`config.mk`:
```
export PLATFORM = sky130hd
export DESIGN_NAME = clock_channels
export DESIGN_NICKNAME = d
export VERILOG_FILES = /design/src/logic/clkdiv_pkg.sv /design/src/logic/channel_divider.sv /design/src/logic/clock_channels.sv
export SDC_FILE = /design/constraint.sdc
export NUM_CORES = 1
export LEC_CHECK = 0
export BUFFER_PORTS_ARGS = -buffer_cell sky130_fd_sc_hd__buf_4
export CAP_MARGIN = 5
export CORE_AREA = 2 2 104 106
export DETAILED_ROUTE_END_ITERATION = 16
export DIE_AREA = 0 0 106 108
export PLACE_DENSITY_LB_ADDON = 0.25
export RECOVER_POWER = 25
export SLEW_MARGIN = 5
export SYNTH_ARGS = -nofsm -noshare
export SYNTH_HDL_FRONTEND = slang
export SYNTH_SLANG_ARGS = --single-unit
```
`constraint.sdc`:
```
create_clock -name CLK -period 4.52 [get_ports CLK]
set_input_delay 0.904 -clock CLK [delete_from_list [all_inputs] [get_ports CLK]]
set_output_delay 0.904 -clock CLK [all_outputs]
set_load 0.005 [all_outputs]
```
`src/logic/clkdiv_pkg.sv`:
```
/*
 * Constants and carriers shared by the channel clock divider block:
 * register offsets, field layouts, reset values and widths.
 * Assumes one clock (the divider input clock) and a synchronous reset.
 */
package clkdiv_pkg;

   ////////////////////////////////////////////////////////////////////////
   // Widths
   localparam int ADDR_W = 12;
   localparam int DATA_W = 8;
   localparam int CNT_W = 4;
   localparam int TIMER_W = 5;
   localparam int NUM_CH = 2;

   ////////////////////////////////////////////////////////////////////////
   // Register offsets (byte addresses on the plain port)
   localparam logic [11:0] DIV2_COUNTS_ADDR = 12'h196;
   localparam logic [11:0] DIV2_CTRL_ADDR = 12'h197;
   localparam logic [11:0] CH2_POWER_ADDR = 12'h198;
   localparam logic [11:0] DIV3_COUNTS_ADDR = 12'h199;
   localparam logic [11:0] DIV3_CTRL_ADDR = 12'h19a;
   localparam logic [11:0] CH3_POWER_ADDR = 12'h19b;
   localparam logic [11:0] STATUS_ADDR = 12'h19f;

   ////////////////////////////////////////////////////////////////////////
   // Reset values
   localparam logic [7:0] DIV2_COUNTS_RST = 8'h11;
   localparam logic [7:0] DIV3_COUNTS_RST = 8'h00;
   localparam logic [7:0] DIV_CTRL_RST = 8'h00;
   localparam logic [7:0] CH_POWER_RST = 8'h00;

   // Channel register: only power-down [2] and DCC disable [0] exist
   localparam logic [7:0] CH_POWER_MASK = 8'h05;
   localparam int CH_PDN_BIT = 2;
   localparam int CH_DCC_BIT = 0;

   ////////////////////////////////////////////////////////////////////////
   // Field layouts
   typedef struct packed {
      logic [3:0] low;
      logic [3:0] high;
   } counts_s;

   typedef struct packed {
      logic bypass;
      logic ignore_sync;
      logic force_high;
      logic start_high;
      logic [3:0] phase;
   } div_ctrl_s;

endpackage : clkdiv_pkg

```
`src/logic/channel_divider.sv`:
```
/*
 * One channel divider: low/high phase counter, start level, phase offset,
 * bypass, force level and channel power-down, all on the input clock.
 * Assumes restart is a one-cycle pulse already in this clock domain.
 */
module channel_divider (
   // Clock and reset
   input wire logic clk,
   input wire logic srst,
   // Restart pulse from the resynchronisation pin
   input wire logic restart,
   // Configuration
   input wire clkdiv_pkg::counts_s counts,
   input wire clkdiv_pkg::div_ctrl_s ctrl,
   input wire logic power_down,
   // Results
   output logic div_out,
   output logic level
);

   ////////////////////////////////////////////////////////////////////////
   clkdiv_pkg::counts_s held;
   clkdiv_pkg::counts_s next_held;
   logic [4:0] cnt;
   logic [4:0] next_cnt;
   logic next_level;
   logic tgl;
   logic next_tgl;
   logic next_div_out;

   always_comb begin
      next_held = held;
      next_level = level;
      next_cnt = cnt;
      next_tgl = ~tgl;
      // Reset behaves as a restart with the reset configuration
      if (srst || (restart && !ctrl.ignore_sync)) begin
         next_held = counts;
         next_level = ctrl.start_high;
         next_cnt = {1'b0, ctrl.phase} + {1'b0, ctrl.start_high ?
                    counts.high : counts.low};
      end else if (cnt == 5'h00) begin
         next_level = ~level;
         // Leaving high means entering the low phase, and the reverse
         next_cnt = {1'b0, level ? held.low : held.high};
      end else begin
         next_cnt = cnt - 5'h01;
      end
      if (srst) begin
         next_tgl = 1'b0;
         next_div_out = 1'b0;
      end else if (power_down) begin
         next_div_out = 1'b0;
      end else if (ctrl.bypass) begin
         // A flop cannot pass the clock itself; toggling is its image
         next_div_out = ~tgl;
      end else if (ctrl.ignore_sync) begin
         next_div_out = ctrl.force_high;
      end else begin
         next_div_out = next_level;
      end
   end

   always_ff @(posedge clk) begin
      held <= next_held;
      cnt <= next_cnt;
      level <= next_level;
      tgl <= next_tgl;
      div_out <= next_div_out;
   end

endmodule : channel_divider

```
`src/logic/clock_channels.sv`:
```
/*
 * Channel clock dividers for output groups three and four, with their
 * configuration registers on a plain address/strobe port.
 * Assumes CLK is the divider input clock and SYNC_N comes from a pin.
 */
module clock_channels (
   // Clock and reset
   input wire logic CLK,
   input wire logic SRST,
   // Resynchronisation pin, active low
   input wire logic SYNC_N,
   // Register port
   input wire logic [11:0] ADDR,
   input wire logic [7:0] WR_DATA,
   input wire logic WR_EN,
   input wire logic RD_EN,
   output logic [7:0] RD_DATA,
   // Group three outputs
   output logic GROUP3_OUTPUT_A,
   output logic GROUP3_OUTPUT_B,
   output logic GROUP3_OUTPUT_C,
   output logic GROUP3_OE,
   output logic GROUP3_DCC_EN,
   // Group four outputs
   output logic GROUP4_OUTPUT_A,
   output logic GROUP4_OUTPUT_B,
   output logic GROUP4_OUTPUT_C,
   output logic GROUP4_OE,
   output logic GROUP4_DCC_EN
);

   ////////////////////////////////////////////////////////////////////////
   // Address decode, used by the write and the read paths
   function automatic logic hit(input logic [11:0] a,
                                input logic [11:0] base);
      hit = (a == base);
   endfunction : hit

   ////////////////////////////////////////////////////////////////////////
   // Resync pin: two flops, then a falling-edge detect
   logic sync_meta;
   logic sync_sample;
   logic sync_prev;
   logic next_sync_meta;
   logic next_sync_sample;
   logic next_sync_prev;
   logic restart;

   always_comb begin
      next_sync_meta = SYNC_N;
      next_sync_sample = sync_meta;
      next_sync_prev = sync_sample;
      if (SRST) begin
         next_sync_meta = 1'b1;
         next_sync_sample = 1'b1;
         next_sync_prev = 1'b1;
      end
   end

   always_ff @(posedge CLK) begin
      sync_meta <= next_sync_meta;
      sync_sample <= next_sync_sample;
      sync_prev <= next_sync_prev;
   end

   // Restart on the assertion of the active-low pin
   assign restart = sync_prev && !sync_sample;

   ////////////////////////////////////////////////////////////////////////
   // Configuration registers, index 0 is channel 2, index 1 channel 3
   clkdiv_pkg::counts_s counts [clkdiv_pkg::NUM_CH];
   clkdiv_pkg::counts_s next_counts [clkdiv_pkg::NUM_CH];
   clkdiv_pkg::div_ctrl_s ctrl [clkdiv_pkg::NUM_CH];
   clkdiv_pkg::div_ctrl_s next_ctrl [clkdiv_pkg::NUM_CH];
   logic [7:0] power [clkdiv_pkg::NUM_CH];
   logic [7:0] next_power [clkdiv_pkg::NUM_CH];

   always_comb begin
      next_counts = counts;
      next_ctrl = ctrl;
      next_power = power;
      if (SRST) begin
         next_counts[0] = clkdiv_pkg::DIV2_COUNTS_RST;
         next_counts[1] = clkdiv_pkg::DIV3_COUNTS_RST;
         next_ctrl[0] = clkdiv_pkg::DIV_CTRL_RST;
         next_ctrl[1] = clkdiv_pkg::DIV_CTRL_RST;
         next_power[0] = clkdiv_pkg::CH_POWER_RST;
         next_power[1] = clkdiv_pkg::CH_POWER_RST;
      end else if (WR_EN) begin
         if (hit(ADDR, clkdiv_pkg::DIV2_COUNTS_ADDR)) begin
            next_counts[0] = WR_DATA;
         end
         if (hit(ADDR, clkdiv_pkg::DIV2_CTRL_ADDR)) begin
            next_ctrl[0] = WR_DATA;
         end
         if (hit(ADDR, clkdiv_pkg::CH2_POWER_ADDR)) begin
            next_power[0] = WR_DATA & clkdiv_pkg::CH_POWER_MASK;
         end
         if (hit(ADDR, clkdiv_pkg::DIV3_COUNTS_ADDR)) begin
            next_counts[1] = WR_DATA;
         end
         if (hit(ADDR, clkdiv_pkg::DIV3_CTRL_ADDR)) begin
            next_ctrl[1] = WR_DATA;
         end
         if (hit(ADDR, clkdiv_pkg::CH3_POWER_ADDR)) begin
            next_power[1] = WR_DATA & clkdiv_pkg::CH_POWER_MASK;
         end
      end
   end

   always_ff @(posedge CLK) begin
      counts <= next_counts;
      ctrl <= next_ctrl;
      power <= next_power;
   end

   ////////////////////////////////////////////////////////////////////////
   // Dividers
   logic div_out [clkdiv_pkg::NUM_CH];
   logic div_level [clkdiv_pkg::NUM_CH];

   generate
      for (genvar ch = 0; ch < clkdiv_pkg::NUM_CH; ch++) begin : g_ch
         channel_divider u_div (
            .clk(CLK),
            .srst(SRST),
            .restart(restart),
            .counts(counts[ch]),
            .ctrl(ctrl[ch]),
            .power_down(power[ch][clkdiv_pkg::CH_PDN_BIT]),
            .div_out(div_out[ch]),
            .level(div_level[ch])
         );
      end
   endgenerate

   ////////////////////////////////////////////////////////////////////////
   // Output enables and duty-cycle correction status
   logic oe [clkdiv_pkg::NUM_CH];
   logic next_oe [clkdiv_pkg::NUM_CH];
   logic dcc [clkdiv_pkg::NUM_CH];
   logic next_dcc [clkdiv_pkg::NUM_CH];

   always_comb begin
      for (int i = 0; i < clkdiv_pkg::NUM_CH; i++) begin
         // Enable drops while the channel is powered down
         next_oe[i] = !power[i][clkdiv_pkg::CH_PDN_BIT];
         // Correction is on unless its disable bit is set
         next_dcc[i] = !power[i][clkdiv_pkg::CH_DCC_BIT];
         if (SRST) begin
            next_oe[i] = 1'b0;
            next_dcc[i] = 1'b0;
         end
      end
   end

   always_ff @(posedge CLK) begin
      oe <= next_oe;
      dcc <= next_dcc;
   end

   // Three pairs of a group share one divider
   assign GROUP3_OUTPUT_A = div_out[0];
   assign GROUP3_OUTPUT_B = div_out[0];
   assign GROUP3_OUTPUT_C = div_out[0];
   assign GROUP3_OE = oe[0];
   assign GROUP3_DCC_EN = dcc[0];
   assign GROUP4_OUTPUT_A = div_out[1];
   assign GROUP4_OUTPUT_B = div_out[1];
   assign GROUP4_OUTPUT_C = div_out[1];
   assign GROUP4_OE = oe[1];
   assign GROUP4_DCC_EN = dcc[1];

   ////////////////////////////////////////////////////////////////////////
   // Read path: data stand in the cycle after the strobe only
   logic [7:0] rd_mux;
   logic [7:0] next_rd_data;

   always_comb begin
      rd_mux = 8'h00;
      if (hit(ADDR, clkdiv_pkg::DIV2_COUNTS_ADDR)) begin
         rd_mux = counts[0];
      end
      if (hit(ADDR, clkdiv_pkg::DIV2_CTRL_ADDR)) begin
         rd_mux = ctrl[0];
      end
      if (hit(ADDR, clkdiv_pkg::CH2_POWER_ADDR)) begin
         rd_mux = power[0];
      end
      if (hit(ADDR, clkdiv_pkg::DIV3_COUNTS_ADDR)) begin
         rd_mux = counts[1];
      end
      if (hit(ADDR, clkdiv_pkg::DIV3_CTRL_ADDR)) begin
         rd_mux = ctrl[1];
      end
      if (hit(ADDR, clkdiv_pkg::CH3_POWER_ADDR)) begin
         rd_mux = power[1];
      end
      // Live divider levels and output states
      if (hit(ADDR, clkdiv_pkg::STATUS_ADDR)) begin
         rd_mux = {4'h0, div_out[1], div_out[0], div_level[1],
                   div_level[0]};
      end
      next_rd_data = 8'h00;
      if (RD_EN && !SRST) begin
         next_rd_data = rd_mux;
      end
   end

   always_ff @(posedge CLK) begin
      RD_DATA <= next_rd_data;
   end

endmodule : clock_channels

```
==> flow_summary.yaml, run 1 <==
worst_hold_path:
  min-delay-start: "sync_meta"
  min_path_type: "reg -> reg"
  holdPathEnd: "sync_sample"
  min_path_cells: 1
sta:
  fin_crit_sh_pct: 50.1
  fin_setup_tns_ns: 0
  rsz0062_at_grt: "no"
  setup_viol_count_final: 0
  hold_viol_final: 0
  relSlewSlack_pct: 41.1
  clock.fmax_ghz: 0.441
  fin_crit_ns: 2.27
  maxSlewViolCount: 0
  fin_skew_ns: 0.00922
  fin_ws_ns: 2.25
  worst-slew-pin-transition_ns: 0.879
clock_network:
  hold_buffers: 0
  tritoncts: "done"
  post_cts_buffers: 0
  clkSinkCount: 83
  cts_buffers: 9
  clock_path_buffers: 2
  htreeDepth: 3
  cts.clk_slew.worst_paths_ns: 0.08
  cts_root_buf: "clkbuf_8"
  ctsResizeCount: 0
  clk_latency_ns: 0.35
drt:
  via_count: 2887
  firstDrtPassIters: 4
  antenna_left: 0
  drc_errors: 0
  wl_per_cell_um: 16.3
  wl_um: 9120
  vias_per_cell: 5.16
  drt_iter0_markers: 185
logic_synthesis:
  synthesis.nets: 429
  synth_edf_count: 16
  ys_ff_latch: 83
  yosysSeqAreaShare_pct: 45.5
  yosysWarnings: 0
  synthArstFlopShare_pct: 0
  syn_area_sq_um: 4000
  synthCells: 390
  ys.flop_type: "dfxtp_1"
  syn-mean-instance-area_sq_um: 10.3
  yosysUniqueCellTypes: 42
pwr:
  peakVddDrop_mv: 0.185
  p_clk_share_pct: 30.9
  power_switching_uw: 463
  swShare_pct: 28.4
  internal_power_uw: 1170
  p_seq_share_pct: 52.1
  pwr-share-comb_pct: 17.0
  p_total_uw: 1630
  leakage_uw: 0.00212
  power_density_nw_per_um2: 357
critical_path:
  cp_max_fo: 48
  cp.required_ns: 4.55
  reg2reg_slack_ns: 2.57
  rr_worst_depth: 7
  worstSetupPathType: "in -> reg"
  end_kind: "flop"
  critPathLaunchType: "primary input"
  reg2reg_from: "ctrl[4]"
  crit_arrival_ns: 2.29
  r2r_end: "g_ch[1].u_div.cnt[3]"
floorplanning:
  fp.coreArea_sq_um: 10200
  initial_core_util_pct: 39.1
  row_count: 37
  top_level_ports: 43
  dieArea_sq_um: 11400
  fp.dieH_um: 108
  die_w_um: 106
cells_and_area:
  drive_gt1_share_pct: 20.8
  layout_commonest_cell: "dfxtp_1"
  syn_to_final_growth_pct: 14.3
  fin_cells: 560
  n_fill_cell: 985
  final_cell_mix: "dfxtp_1 (67), nor2_1 (56), mux2i_1 (51)"
  final_util_pct: 44.7
  n_antenna_cell: 0
  layout.nets: 458
placement:
  dp_hpwl_um: 6660
  dp.cells: 544
  portBuffers: 42
  place_ws_ns: 1.92
  place.gp.congestion: 0.792
global_route:
  grt_usage_pct: 17.1
  grt_max_degree: 49
  first_global_vias: 2767
  grt_first_pass_wirelength_um: 15000
  grt.overflow.total: 0
  antenna_found_initial: 0
job:
  max_cap_violations: 0
run_status:
  status: "completed"
==> final cells by class <==
type                            count  area [sq um]  area share, %
Multi-Input combinational cell    259          1980           43.3
Clock buffer                       11           151           3.31
Clock inverter                      5          35.0          0.766
Inverter                           22          82.6           1.81
Timing Repair Buffer               44           330           7.22
Tap cell                          136           170           3.72
Sequential cell                    83          1820           39.8
==> metal layers <==
metal	part of all wire, %	global-route usage, %	vias to the layer above
met2	42	24.8	79
met4	1.5	6.77	0
met5	0	0	-
met1	51	25.2	1370
li1	-	-	1428
met3	5.4	3.07	10
==> power by group through the flow <==
stage	Combinational, uW	Sequential (uW)	Clock (uW)
after detailed placement	281	868	0
after CTS	283	852	518
final	278	851	504
after global routing	316	858	550
after floorplan	225	843	0
after global placement	278	868	0
==> sequential cells by signal, summed over array words and instances, names as in the netlist <==
name and cells:
ctrl 16, counts 16, power 4, GROUP4_OE 1, sync_prev 1, GROUP3_OE 1, g_ch.u_div.div_out 2, g_ch.u_div.tgl 2
g_ch.u_div.held 16, RD_DATA 8, GROUP4_DCC_EN 1, sync_meta 1, g_ch.u_div.cnt 10, g_ch.u_div.level 2, GROUP3_DCC_EN 1, sync_sample 1
==> synthesized netlist by cell type, types with 7 or more instances <==
| library cell | instances | share of area [%] |
|---|---|---|
| nor2_1 | 56 | 5.3 |
| o21ai_0 | 9 | 1.1 |
| inv_1 | 22 | 2.1 |
| nand2_1 | 15 | 1.4 |
| clkbuf_1 | 13 | 1.2 |
| mux2_2 | 15 | 4.2 |
| xor2_1 | 8 | 1.8 |
| a21o_1 | 7 | 1.3 |
| buf_2 | 7 | 0.88 |
| mux2i_1 | 51 | 13 |
| ha_1 | 12 | 3.8 |
| dfxtp_1 | 67 | 34 |
| edfxtp_1 | 16 | 12 |
| a21oi_1 | 15 | 1.9 |
==> critical path, cell delays in order <==
cell,delay [ns]
buf_4,0.26
a31oi_1,0.72
inv_1,0.39
==> cells by family after synthesis <==
kind of cell    share of synthesized area [%]
compound gates                           9.82
xor+xnor                                 2.19
fa+ha+maj                                4.75
buf+inv                                  5.10
flops                                    45.5
mux                                      17.0
simple gates                             15.6
==> stage by stage <==
stage	cell area, sq um	hold WS [ns]
after floorplan	4000	0.386
after global placement	4390	0.393
after detailed placement	4390	0.395
after CTS	4570	0.413
after global routing	4570	0.430
final	4570	0.412
==> how the worst max path moves through the flow <==
| stage | from | to | slack (ns) |
|---|---|---|---|
| after global placement | SRST | g_ch[0].u_div.held[0] | 1.98 |
| after CTS | SRST | g_ch[0].u_div.held[5] | 2.29 |
| after global routing | SRST | g_ch[0].u_div.held[5] | 2.11 |
| after detailed placement | SRST | g_ch[0].u_div.held[1] | 1.92 |
| after floorplan | ADDR[0] | counts[12] | 2.35 |
| final | SRST | g_ch[0].u_div.held[0] | 2.25 |
Note: power is estimated with default switching activity, not from simulation.
==> inputs of run 2 (changes only) <==
Settings changed: ABC_AREA set to 1, CORE_AREA 2 2 104 106 to 2 2 105 107, DIE_AREA 0 0 106 108 to 0 0 107 109.
Clock period 4.52 ns to 2.23 ns, I/O delays scaled along.
==> flow_summary.yaml, run 2 <==
logic_synthesis:
  synth_top_cells_by_count: "nand2_1 (85), inv_1 (73), dfxtp_1 (67)"
  yosysMostFrequentCell: "nand2_1"
  yosysWarnings: 0
  yosysUniqueCellTypes: 40
  syn-mean-instance-area_sq_um: 8.07
  yosys.area.top_type_share_pct: 32.3
  synthArstFlopShare_pct: 0
  synthCells: 514
  synthesis.nets: 553
  synth_area_leader_cell: "dfxtp_1"
  yosysSeqAreaShare_pct: 43.9
  syn_area_sq_um: 4150
  synth_area_leaders: "dfxtp_1 (32%), edfxtp_1 (12%), nand2_1 (7.7%), inv_1 (6.6%), o21ai_0 (5.1%)"
  synth_edf_count: 16
  ys_ff_latch: 83
  ys.flop_type: "dfxtp_1"
pwr:
  leakage_uw: 0.00207
  peakVddDrop_mv: 0.320
  power_density_nw_per_um2: 719
placement:
  place_ws_ns: 0.366
  portBuffers: 42
  place.gp.congestion: 0.939
  dp_hpwl_um: 7890
  placed_cell_area_sq_um: 4590
drt:
  firstDrtPassIters: 4
  antenna_left: 0
  via_count: 3421
  wl_per_cell_um: 14.4
  vias_per_cell: 4.87
  wl_um: 10100
  drt_iter0_markers: 226
  drc_errors: 0
sta:
  maxSlewViolCount: 0
  hold_slack_ns: 0.273
  fin_skew_ns: 0.00977
  fin_crit_sh_pct: 81.9
  worst-slew-pin-transition_ns: 1.45
  hold_viol_final: 0
  relSlewSlack_pct: 3.04
  clock.fmax_ghz: 0.547
  rsz0062_at_grt: "no"
  setup_viol_count_final: 0
  fin_crit_ns: 1.83
  fin_ws_ns: 0.403
  fin_setup_tns_ns: 0
critical_path:
  cp.required_ns: 2.50
  cp_max_fo: 9
  worstSetupPathType: "reg -> reg"
  crit_arrival_ns: 2.10
  critPathLaunchType: "flop"
  end_kind: "flop"
cells_and_area:
  layout_commonest_cell: "nand2_1"
  final_cell_mix: "nand2_1 (85), inv_1 (74), dfxtp_1 (67)"
  postLayoutCellArea_sq_um: 4770
  drive_gt1_share_pct: 18.8
  n_antenna_cell: 0
  largest_registers: "counts: 16 flops, ctrl: 16 flops, g_ch.u_div.held: 16 flops"
  n_fill_cell: 1055
  syn_to_final_growth_pct: 15.0
  layout.nets: 597
clock_network:
  clkSinkCount: 83
  cts_buffers: 9
  ctsResizeCount: 0
  tritoncts: "done"
  clk_latency_ns: 0.35
  htreeDepth: 3
  clock_path_buffers: 2
  hold_buffers: 0
  post_cts_buffers: 0
  cts_root_buf: "clkbuf_8"
  cts.clk_slew.worst_paths_ns: 0.09
global_route:
  first_global_vias: 3472
  antenna_found_initial: 0
  grt.overflow.total: 0
  grt_max_degree: 23
  grt_usage_pct: 18.8
  grt_first_pass_wirelength_um: 16900
worst_hold_path:
  min_path_type: "in -> reg"
floorplanning:
  fp.dieH_um: 109
  top_level_ports: 43
  initial_core_util_pct: 39.1
  row_count: 38
  dieArea_sq_um: 11700
  die_w_um: 107
  fp.coreArea_sq_um: 10600
run_status:
  status: "completed"
job:
  max_cap_violations: 0
run 2: changes by cell type after synthesis, sizes merged, moves of 13 or more:
cell,change
mux2,-13
inv,+57
mux2i,-51
a211oi,+14
o21ai,+36
a21oi,+23
nand3,+22
nand2,+77
run 2: critical path, stage by stage, from the launching register on:
cell and delay, ns:
dfxtp_1 0.47, nand2_1 0.09, o21ai_0 0.08, ha_1 0.21, inv_1 0.06, fa_1 0.36
inv_1 0.08, nand2_1 0.06, a21boi_0 0.15, o21ai_0 0.11, o31ai_1 0.08
run 2: kinds of logic after synthesis:
group | share of synthesized area [%]
buffers and inverters | 9.38
AND/OR/NAND/NOR | 22.5
XOR/XNOR | 1.69
adder cells (fa/ha/maj) | 4.58
AO/OA/AOI/OAI | 17.4
flip-flops | 43.9
multiplexers | 0.543
run 2: final timing paths:
path | startpoint | endpoint | slack, ns | cells after the start
setup / recovery | ctrl[4] | g_ch[1].u_div.cnt[4] | 0.40 | 10
hold / removal | SYNC_N | sync_meta | 0.27 | 2
setup reg to reg | ctrl[4] | g_ch[1].u_div.cnt[4] | 0.40 | 10
hold reg to reg | g_ch[1].u_div.tgl | g_ch[1].u_div.tgl | 0.41 | 1
run 2: through the flow:
step / std cells / power, uW / utilization (%)
2_1_floorplan: 514 / 2200 / -
3_3_place_gp: 687 / 2400 / 43.3
3_5_place_dp: 687 / 2410 / 43.3
4_1_cts: 703 / 3460 / 45.1
5_1_grt: 703 / 3640 / 45.0
6_report: 703 / 3430 / 45.0
run 2: where the power goes:
part | internal (uW) | switching [uW]
Clock | 482 | 576
Sequential | 1640 | 89.5
Combinational | 260 | 389
Total | 2380 | 1050
run 2: metal layers:
metal	wire [um]	track usage (%)
met4	288	8.81
met2	4730	31.2
met1	4720	24.2
met3	406	2.93
met5	0	0
run 2: final cells by class:
type                            instances  area (sq um)  area share, %
Clock buffer                           10           149           3.12
Clock inverter                          6          45.0          0.944
Inverter                               79           302           6.32
Multi-Input combinational cell        338          1940           40.6
Sequential cell                        83          1820           38.2
Tap cell                              140           175           3.67
Timing Repair Buffer                   47           345           7.23
